`config.mk`:
```
export PLATFORM = sky130hd
export DESIGN_NAME = uad_ctrl
export DESIGN_NICKNAME = d
export VERILOG_FILES = /design/src/pkg/uad_pkg.sv /design/src/hw/uad_sync.sv /design/src/hw/uad_ctrl.sv
export VERILOG_INCLUDE_DIRS = /design/src /design/src/pkg
export SDC_FILE = /design/constraint.sdc
export NUM_CORES = 1
export LEC_CHECK = 0
export BUFFER_PORTS_ARGS = -buffer_cell sky130_fd_sc_hd__buf_4
export CORE_UTILIZATION = 48
export CTS_CLUSTER_SIZE = 28
export DETAILED_ROUTE_END_ITERATION = 6
export PLACE_DENSITY = 0.77
export SLEW_MARGIN = 20
export SYNTH_ARGS = -nofsm -noshare
export SYNTH_HDL_FRONTEND = slang
export SYNTH_SLANG_ARGS = --single-unit
```
`constraint.sdc`:
```
create_clock -name clk_in -period 1.91 [get_ports clk_in]
set_input_delay 0.191 -clock clk_in [delete_from_list [all_inputs] [get_ports clk_in]]
set_output_delay 0.191 -clock clk_in [all_outputs]
set_load 0.01 [all_outputs]
```
`src/pkg/uad_regs.svh`:
```
// register offsets, field positions and reset values of the
// attach/detach controller; the includer supplies the surrounding module.
`ifndef UAD_REGS_SVH
`define UAD_REGS_SVH

// ------------------------------------------------------------
// register byte offsets
// ------------------------------------------------------------
`define UAD_OFF_CTRL 8'h00
`define UAD_OFF_PINSEL 8'h04
`define UAD_OFF_MAXPWR 8'h08
`define UAD_OFF_STATUS 8'h0C
`define UAD_OFF_IRQ_STAT 8'h10
`define UAD_OFF_IRQ_CLR 8'h14
`define UAD_OFF_IRQ_EN 8'h18

// ------------------------------------------------------------
// reset values
// ------------------------------------------------------------
`define UAD_CTRL_RST 8'h00
`define UAD_PULLUP_PIN_RST 5'h00
`define UAD_SENSE_PIN_RST 5'h01
`define UAD_DETACH_PIN_RST 5'h02
`define UAD_WAKE_PIN_RST 5'h03
`define UAD_MAXPWR_RST_MA 10'h12C
`define UAD_MAXPWR_CAP_MA 10'h1F4

// ------------------------------------------------------------
// interrupt bit positions and width
// ------------------------------------------------------------
`define UAD_IRQ_W 6
`define UAD_IRQ_DETACH 0
`define UAD_IRQ_REATTACH 1
`define UAD_IRQ_PWR_LOST 2
`define UAD_IRQ_PWR_BACK 3
`define UAD_IRQ_SUSPEND 4
`define UAD_IRQ_RESUME 5

`endif

```
`src/pkg/uad_pkg.sv`:
```
// types shared by the attach/detach controller files.
// assumes the register header is included beside it.
package uad_pkg;

    // ------------------------------------------------------------
    // attach state and current budget
    // ------------------------------------------------------------
    typedef enum logic [1:0] {
        UAD_ST_OFF = 2'b00,
        UAD_ST_ATTACHED = 2'b01,
        UAD_ST_UNPLUGGED = 2'b10
    } uad_state_e;

    typedef enum logic [1:0] {
        UAD_BUD_SUSPEND = 2'b00,
        UAD_BUD_100MA = 2'b01,
        UAD_BUD_500MA = 2'b10
    } uad_budget_e;

    // ------------------------------------------------------------
    // software-visible configuration
    // ------------------------------------------------------------
    typedef struct packed {
        logic oob_enable;
        logic remote_wake;
        logic host_wake;
        logic configured;
        logic endpoint_audio;
        logic self_powered;
        logic ext_pullup;
        logic ready;
    } uad_ctrl_s;

    typedef struct packed {
        logic [4:0] wake_pin_select;
        logic [4:0] disconnect_pin_select;
        logic [4:0] power_sense_pin_select;
        logic [4:0] pullup_pin_select;
    } uad_pinsel_s;

endpackage

```
`src/hw/uad_sync.sv`:
```
// two-stage synchroniser for a bus of asynchronous levels.
// assumes one clock; the first stage feeds only the second.
`timescale 1ns/1ps
module uad_sync #(
    parameter int W = 16
) (
    // clock and reset
    input wire logic clk_in,
    input wire logic rst_n_in,
    // levels
    input wire logic [W-1:0] async_in,
    output logic [W-1:0] sync_out
);
    logic [W-1:0] meta_r;

    // two flops, reset low; a pin already high at reset still fires a rising-edge event two cycles later
    always_ff @(posedge clk_in) begin
        if (!rst_n_in) begin
            meta_r <= '0;
            sync_out <= '0;
        end else begin
            meta_r <= async_in;
            sync_out <= meta_r;
        end
    end
endmodule

```
`src/hw/uad_ctrl.sv`:
```
// usb attach/detach controller: d+ pull-up, bus power sense, out-of-band
// detach and host wake, suspend load gating and current budget.
// assumes a packet engine beside it that drives the data lines and reports
// suspend; pins arrive through the general i/o bus.
// Functional notes
// - full-speed peripheral only, never host
// - select wireless or audio endpoint set
// - pull-up on only when ready to enumerate
// - internal or external pull-up, internal default
// - self-powered: pull-up off without bus power
// - bus power sense pin selectable
// - 100 mA until configured, then 500
// - max power setting, default 300 mA
// - accept suspend; bus-powered radio off
// - switch off external loads in suspend
// - detach and wake pins each selectable
// - detach high: lines floating, pull-up off
// - detach low: reattach and await enumeration
// - host wake only while detach asserted
// - no in-band remote wake while detached
// - settle on full speed with any host
//
// Our own choices: the strobed register port and the register addresses.
`timescale 1ns/1ps
`include "uad_regs.svh"
module uad_ctrl
    import uad_pkg::*;
#(
    parameter int N_PINS = 16
) (
    // clock and reset
    input wire logic clk_in,
    input wire logic rst_n_in,
    // register port
    input wire logic [7:0] reg_addr_in,
    input wire logic [31:0] reg_wdata_in,
    input wire logic reg_wr_in,
    input wire logic reg_rd_in,
    output logic [31:0] reg_rdata_out,
    output logic irq_out,
    // general i/o pins
    input wire logic [N_PINS-1:0] general_io_pin_in,
    output logic [N_PINS-1:0] general_io_pin_out,
    output logic [N_PINS-1:0] general_io_pin_oe_out,
    // packet engine side
    input wire logic eng_dp_in,
    input wire logic eng_dn_in,
    input wire logic eng_line_oe_in,
    input wire logic eng_suspend_in,
    output logic eng_full_speed_only_out,
    output logic eng_endpoint_audio_out,
    output logic [7:0] eng_max_power_out,
    output logic eng_remote_wake_out,
    // data lines
    output logic data_plus_line_out,
    output logic data_plus_line_oe_out,
    output logic data_minus_line_out,
    output logic data_minus_line_oe_out,
    output logic int_pullup_out,
    // power and loads
    output logic radio_enable_out,
    output logic load_enable_out,
    output logic [1:0] budget_out
);
    // ------------------------------------------------------------
    // registers and synchronised pins
    // ------------------------------------------------------------
    uad_ctrl_s ctrl_r;
    uad_pinsel_s pinsel_r;
    logic [9:0] maxpwr_r;
    logic [`UAD_IRQ_W-1:0] irq_stat_r;
    logic [`UAD_IRQ_W-1:0] irq_en_r;
    logic [`UAD_IRQ_W-1:0] irq_set;
    uad_state_e state_r;
    uad_state_e state_nxt;
    logic [N_PINS-1:0] pin_sync;
    logic det_now;
    logic vbus_now;
    logic det_prev_r;
    logic pok_prev_r;
    logic susp_prev_r;
    logic pwr_ok;
    logic suspended;
    logic ext_pull_on_r;
    logic host_wake_on_r;

    // pick one pin; a select past the pin count reads low
    function automatic logic pick_pin(input logic [N_PINS-1:0] bus, input logic [4:0] sel);
        logic v;
        v = 1'b0;
        for (int i = 0; i < N_PINS; i++) begin
            if (sel == 5'(i)) begin
                v = bus[i];
            end
        end
        return v;
    endfunction

    // whole pin bus synchronised before any select looks at it
    uad_sync #(
        .W(N_PINS)
    ) u_sync (
        .clk_in(clk_in),
        .rst_n_in(rst_n_in),
        .async_in(general_io_pin_in),
        .sync_out(pin_sync)
    );

    // detach only counts when the out-of-band pins are in use
    assign det_now = ctrl_r.oob_enable && pick_pin(pin_sync, pinsel_r.disconnect_pin_select);
    assign vbus_now = pick_pin(pin_sync, pinsel_r.power_sense_pin_select);
    assign pwr_ok = !ctrl_r.self_powered || vbus_now;
    assign suspended = eng_suspend_in && (state_r == UAD_ST_ATTACHED);

    // ------------------------------------------------------------
    // register writes
    // ------------------------------------------------------------
    // writable configuration; internal pull-up after reset
    always_ff @(posedge clk_in) begin
        if (!rst_n_in) begin
            ctrl_r <= uad_ctrl_s'(`UAD_CTRL_RST);
            pinsel_r <= {`UAD_WAKE_PIN_RST, `UAD_DETACH_PIN_RST, `UAD_SENSE_PIN_RST, `UAD_PULLUP_PIN_RST};
            maxpwr_r <= `UAD_MAXPWR_RST_MA;
            irq_en_r <= '0;
        end else if (reg_wr_in) begin
            unique case (reg_addr_in)
                `UAD_OFF_CTRL: ctrl_r <= reg_wdata_in[7:0];
                `UAD_OFF_PINSEL: begin
                    pinsel_r <= {reg_wdata_in[28:24], reg_wdata_in[20:16], reg_wdata_in[12:8], reg_wdata_in[4:0]};
                end
                `UAD_OFF_MAXPWR: maxpwr_r <= reg_wdata_in[9:0];
                `UAD_OFF_IRQ_EN: irq_en_r <= reg_wdata_in[`UAD_IRQ_W-1:0];
                default: ;
            endcase
        end
    end

    // ------------------------------------------------------------
    // attach state machine
    // ------------------------------------------------------------
    // detach wins over everything; release drops to off, then reattaches
    always_comb begin
        state_nxt = state_r;
        unique case (state_r)
            UAD_ST_OFF: begin
                if (det_now) begin
                    state_nxt = UAD_ST_UNPLUGGED;
                end else if (ctrl_r.ready && pwr_ok) begin
                    state_nxt = UAD_ST_ATTACHED;
                end
            end
            UAD_ST_ATTACHED: begin
                if (det_now) begin
                    state_nxt = UAD_ST_UNPLUGGED;
                end else if (!ctrl_r.ready || !pwr_ok) begin
                    state_nxt = UAD_ST_OFF;
                end
            end
            UAD_ST_UNPLUGGED: begin
                if (!det_now) begin
                    state_nxt = UAD_ST_OFF;
                end
            end
            default: state_nxt = UAD_ST_OFF;
        endcase
    end

    always_ff @(posedge clk_in) begin
        if (!rst_n_in) begin
            state_r <= UAD_ST_OFF;
        end else begin
            state_r <= state_nxt;
        end
    end

    // ------------------------------------------------------------
    // line drivers and pull-ups
    // ------------------------------------------------------------
    // outputs follow the next state so they line up with state_r
    always_ff @(posedge clk_in) begin
        if (!rst_n_in) begin
            int_pullup_out <= 1'b0;
            ext_pull_on_r <= 1'b0;
            data_plus_line_out <= 1'b0;
            data_minus_line_out <= 1'b0;
            data_plus_line_oe_out <= 1'b0;
            data_minus_line_oe_out <= 1'b0;
        end else begin
            int_pullup_out <= (state_nxt == UAD_ST_ATTACHED) && !ctrl_r.ext_pullup;
            ext_pull_on_r <= (state_nxt == UAD_ST_ATTACHED) && ctrl_r.ext_pullup;
            data_plus_line_out <= eng_dp_in;
            data_minus_line_out <= eng_dn_in;
            // floating lines while unplugged, as if the cable were pulled
            data_plus_line_oe_out <= eng_line_oe_in && (state_nxt == UAD_ST_ATTACHED);
            data_minus_line_oe_out <= eng_line_oe_in && (state_nxt == UAD_ST_ATTACHED);
        end
    end

    // external pull-up and host wake share the general pin bus
    always_comb begin
        general_io_pin_out = '0;
        general_io_pin_oe_out = '0;
        for (int i = 0; i < N_PINS; i++) begin
            if (ctrl_r.ext_pullup && pinsel_r.pullup_pin_select == 5'(i)) begin
                general_io_pin_out[i] = ext_pull_on_r;
                general_io_pin_oe_out[i] = 1'b1;
            end else if (ctrl_r.oob_enable && pinsel_r.wake_pin_select == 5'(i)) begin
                general_io_pin_out[i] = host_wake_on_r;
                general_io_pin_oe_out[i] = 1'b1;
            end
        end
    end

    // ------------------------------------------------------------
    // wake, suspend and power budget
    // ------------------------------------------------------------
    // out-of-band wake only when unplugged, in-band only when attached
    always_ff @(posedge clk_in) begin
        if (!rst_n_in) begin
            host_wake_on_r <= 1'b0;
            eng_remote_wake_out <= 1'b0;
        end else begin
            host_wake_on_r <= ctrl_r.host_wake && (state_nxt == UAD_ST_UNPLUGGED);
            eng_remote_wake_out <= ctrl_r.remote_wake && (state_nxt == UAD_ST_ATTACHED);
        end
    end

    // self-powered boards keep the radio in suspend; loads go dark always
    always_ff @(posedge clk_in) begin
        if (!rst_n_in) begin
            radio_enable_out <= 1'b0;
            load_enable_out <= 1'b0;
            budget_out <= UAD_BUD_100MA;
        end else begin
            radio_enable_out <= !(suspended && !ctrl_r.self_powered);
            load_enable_out <= !suspended;
            if (suspended) begin
                budget_out <= UAD_BUD_SUSPEND;
            end else if (ctrl_r.configured) begin
                budget_out <= UAD_BUD_500MA;
            end else begin
                budget_out <= UAD_BUD_100MA;
            end
        end
    end

    // descriptor counts 2 mA steps; capped at the 500 mA bus limit
    always_ff @(posedge clk_in) begin
        if (!rst_n_in) begin
            eng_max_power_out <= 8'h00;
            eng_endpoint_audio_out <= 1'b0;
        end else begin
            if (maxpwr_r > `UAD_MAXPWR_CAP_MA) begin
                eng_max_power_out <= 8'(`UAD_MAXPWR_CAP_MA >> 1);
            end else begin
                eng_max_power_out <= maxpwr_r[8:1];
            end
            eng_endpoint_audio_out <= ctrl_r.endpoint_audio;
        end
    end

    // no high-speed chirp and no host role exist in this port
    assign eng_full_speed_only_out = 1'b1;

    // ------------------------------------------------------------
    // interrupts
    // ------------------------------------------------------------
    always_ff @(posedge clk_in) begin
        if (!rst_n_in) begin
            det_prev_r <= 1'b0;
            pok_prev_r <= 1'b0;
            susp_prev_r <= 1'b0;
        end else begin
            det_prev_r <= det_now;
            pok_prev_r <= vbus_now;
            susp_prev_r <= suspended;
        end
    end

    always_comb begin
        irq_set = '0;
        irq_set[`UAD_IRQ_DETACH] = det_now && !det_prev_r;
        irq_set[`UAD_IRQ_REATTACH] = !det_now && det_prev_r;
        irq_set[`UAD_IRQ_PWR_LOST] = !vbus_now && pok_prev_r;
        irq_set[`UAD_IRQ_PWR_BACK] = vbus_now && !pok_prev_r;
        irq_set[`UAD_IRQ_SUSPEND] = suspended && !susp_prev_r;
        irq_set[`UAD_IRQ_RESUME] = !suspended && susp_prev_r;
    end

    // a set in the clearing cycle survives the clear
    always_ff @(posedge clk_in) begin
        if (!rst_n_in) begin
            irq_stat_r <= '0;
        end else if (reg_wr_in && reg_addr_in == `UAD_OFF_IRQ_CLR) begin
            irq_stat_r <= (irq_stat_r & ~reg_wdata_in[`UAD_IRQ_W-1:0]) | irq_set;
        end else begin
            irq_stat_r <= irq_stat_r | irq_set;
        end
    end

    assign irq_out = |(irq_stat_r & irq_en_r);

    // ------------------------------------------------------------
    // register reads
    // ------------------------------------------------------------
    // one cycle later; unmapped and write-only offsets read zero
    always_ff @(posedge clk_in) begin
        if (!rst_n_in) begin
            reg_rdata_out <= 32'h0000_0000;
        end else if (reg_rd_in) begin
            unique case (reg_addr_in)
                `UAD_OFF_CTRL: reg_rdata_out <= {24'h000000, ctrl_r};
                `UAD_OFF_PINSEL: begin
                    reg_rdata_out <= {3'h0, pinsel_r.wake_pin_select, 3'h0, pinsel_r.disconnect_pin_select,
                                      3'h0, pinsel_r.power_sense_pin_select, 3'h0, pinsel_r.pullup_pin_select};
                end
                `UAD_OFF_MAXPWR: reg_rdata_out <= {22'h0, maxpwr_r};
                `UAD_OFF_STATUS: begin
                    reg_rdata_out <= {26'h0, suspended, vbus_now, det_now, 1'b0, state_r};
                end
                `UAD_OFF_IRQ_STAT: reg_rdata_out <= {26'h0, irq_stat_r};
                `UAD_OFF_IRQ_EN: reg_rdata_out <= {26'h0, irq_en_r};
                default: reg_rdata_out <= 32'h0000_0000;
            endcase
        end
    end

    logic pull_any;
    assign pull_any = int_pullup_out || ext_pull_on_r;
endmodule

```
==> metrics.md <==
| Metric | Value |
|---|---|
| Outcome | finished with violations |
| Failing checks | negative setup slack |
| P_leak | 3.30 nW |
| First-pass GRT wire length | 24.9 mm |
| Final nets | 872 |
| Syn Std Cell Area | 0.00562 sq mm |
| Buffers & Inverters on Critical Path | 2 |
| Post-synth EDFFs | 0 |
| Total track usage | 0.276 |
| Largest net degree at the start of global routing | 48 |
| I/O pins | 149 |
| Worst Skew | 0.00894 ns |
| Worst Setup Path Type | register to output port |
| Final slew viol count | 0 |
| Synth async-reset ratio | 0 |
| Num rows | 39 |
| Clk sink count | 130 |
| Crit path required time | 1.72 ns |
| Post-detail-place hpwl | 11.3 mm |
| Drt initial violations | 513 |
| Slowest-stage cell, CP | dfxtp_4 |
| Top_reg_cell synth | dfxtp_1 |
| Routed length per instance | 16.9 um |
| GPL Wtd Cong | 0.928 |
| Post-synthesis sequential area ratio | 0.463 |
| Placeable Area | 0.0114 sq mm |
| Final setup viols | 8 |
| Crit-path max FO | 4 |
| RSZ-0062 raised after global routing | yes |
| Commonest non-fill, non-tap cell in the layout | buf_4 |
| Grt met1 use | 0.363 |
| Setup slack after layout | -0.0546 ns |
| CTS root buf | clkbuf_16 |
| Yosys warnings | 0 |
| Worst Tran Pin Value | 0.560 ns |
| Chip height | 110 um |
| Tmin final | 1.96 ns |
| Vias per cell | 5.57 |
| Finished Core Util | 0.684 |
| Worst-path clk slew | 0.06 ns |
| Crit path launch | pinsel_r[4]$_SDFFE_PN0P_ |
| CTS tree | yes |
| Period utilization | 1.03 |
| Total CTS buffers | 17 |
| Clock buffer depth | 2 |
| Global routing usage on met3 | 0.0653 |
| Worst-path cell chain | nor4_4 > buf_4 > nand3_2 > mux2_4 > buf_6 |
| Vias after detailed routing | 5374 |
| Cell count after synthesis | 649 |
| Vias in the first global route | 4925 |
| Worst path top cell family by delay | simple AND/OR/NAND/NOR gates |
| First drt pass iteration count | 6 |
| Gr busiest metal | met2 |
| Fin. Hold Viols | 0 |
| M2 GR Usage | 0.445 |
| Final instance area | 0.00781 sq mm |
| Distinct cells, synth | 59 |
| Most frequent cells in the layout | 159 x buf_4, 120 x dfxtp_1, 93 x nand2_1 |
| DP Worst Slack | 0.0144 ns |
| Crit end category | output port |
| Grt ovf | 0 |
| Initial core utilization | 0.492 |
| Clk_lat worst skew | 0.42 ns |
| Die W | 110 um |
| Diode count | 0 |
| CP Launch Type | register |
| H-tree depth | 4 |
| Layout cell share with drive strength beyond 1 | 0.307 |
| Pwr Total | 6.39 mW |
| # port buffers | 129 |
| Antenna viol nets, final | 0 |
| Synth-to-Final Area Change | 39.0% |
| Die area | 0.0121 sq mm |
| Yosys reg bits | 130 |
| Drt drc | 0 |
| Setup TNS | -0.258 ns |
| CP endpoint | general_io_pin_out[12] |
| Reg2reg end | ext_pull_on_r$_SDFF_PN0_ |
| Reg2reg setup slack | 0.08 ns |
| FMAX | 509 MHz |
| Hold Crit Class | input pin to register |
| Pwr per Cell Area | 818 mW/mm^2 |
| Worst IR Drop VDD | 0.545 mV |
| Max_cap viols | 0 |
| Reg2Reg Depth | 5 |
| Reg2reg start | pinsel_r[6]$_SDFFE_PN0P_ |
| Hold slack final | 0.0191 ns |
| Inst Count DP | 904 |
| Area after DPL | 0.00680 sq mm |
| Worst relative slew slack | 0.626 |
| Crit path depth | 5 |
| Final instance count without filler cells | 964 |
| Syn_area_per_cell | 8.65 sq um |
| Post-Route WL | 16.3 mm |
| Slowest stage delay, CP | 0.36 ns |
| Initial antenna violation count | 0 |
| Crit path arrival time | 1.77 ns |
metal layers:
| layer | part of all wire | vias up |
|---|---|---|
| li1 | - | 2540 |
| met1 | 0.43 | 2507 |
| met2 | 0.46 | 289 |
| met3 | 0.089 | 38 |
| met4 | 0.017 | 0 |
| met5 | 0 | - |
where the power goes:
part	internal (mW)	total [mW]	switching (mW)	leakage (nW)
registers	2.75	2.77	0.0198	1.06
logic	0.165	0.331	0.166	1.95
clock network	2.09	3.29	1.20	0.283
tightest hold or removal path, delay by kind of cell:
family	cells	cell delay [ns]
AND/OR/NAND/NOR	2	0.11
buffers and inverters	1	0.10
registers in the layout, summed over array words and instances, names as in the netlist, 2 cells and up:
signal             cells
irq_en_r               6
irq_stat_r             6
ctrl_r                 8
reg_rdata_out         23
u_sync.sync_out       16
maxpwr_r              10
state_r                2
budget_out             2
eng_max_power_out      8
pinsel_r              20
u_sync.meta_r         16
cell families after synthesis:
group                  share of synthesized area
multiplexers                              0.0913
AND/OR/NAND/NOR                            0.247
flip-flops                                 0.463
buffers and inverters                     0.0559
other                                    0.00134
AO/OA/AOI/OAI                              0.141
synth_stat cells, types with 9 or more instances:
cell,instances,share of area
a21oi_1,40,0.036
nor2_1,62,0.041
clkbuf_1,28,0.019
o21ai_0,23,0.020
buf_4,11,0.015
mux2i_1,25,0.045
nand2_1,96,0.064
nand2b_1,9,0.010
inv_1,15,0.010
mux2_2,17,0.034
a22oi_1,11,0.015
nand3_1,35,0.031
dfxtp_1,130,0.46
and2_1,41,0.046
area by class of cell:
class                           count  area, sq um
Clock buffer                       20          447
Clock inverter                     12          156
Fill cell                         891         3610
Inverter                           15         56.3
Multi-Input combinational cell    459         2850
Sequential cell                   130         2630
Tap cell                          143          179
Timing Repair Buffer              185         1500
timing repair:
action | CTS | global route
endpoints found under the setup margin | 32 | 26
resized for setup | 26 | 20
buffers inserted | 3 | 4
endpoints found under the hold margin | 21 | 0
pin swaps | 3 | 6
hold buffers | 21 | 0
how the worst min path moves through the flow:
stage,start,end,cells after the start
floorplan,eng_line_oe_in,data_minus_line_oe_out$_SDFF_PN0_,2
global route,reg_wdata_in[8],pinsel_r[5]$_SDFFE_PN1P_,3
detailed placement,general_io_pin_in[15],u_sync.meta_r[15]$_SDFF_PN0_,2
global placement,general_io_pin_in[0],u_sync.meta_r[0]$_SDFF_PN0_,2
CTS,reg_wdata_in[8],pinsel_r[5]$_SDFFE_PN1P_,3
finish,reg_wdata_in[8],pinsel_r[5]$_SDFFE_PN1P_,3
(Power assumes the default switching activity.)
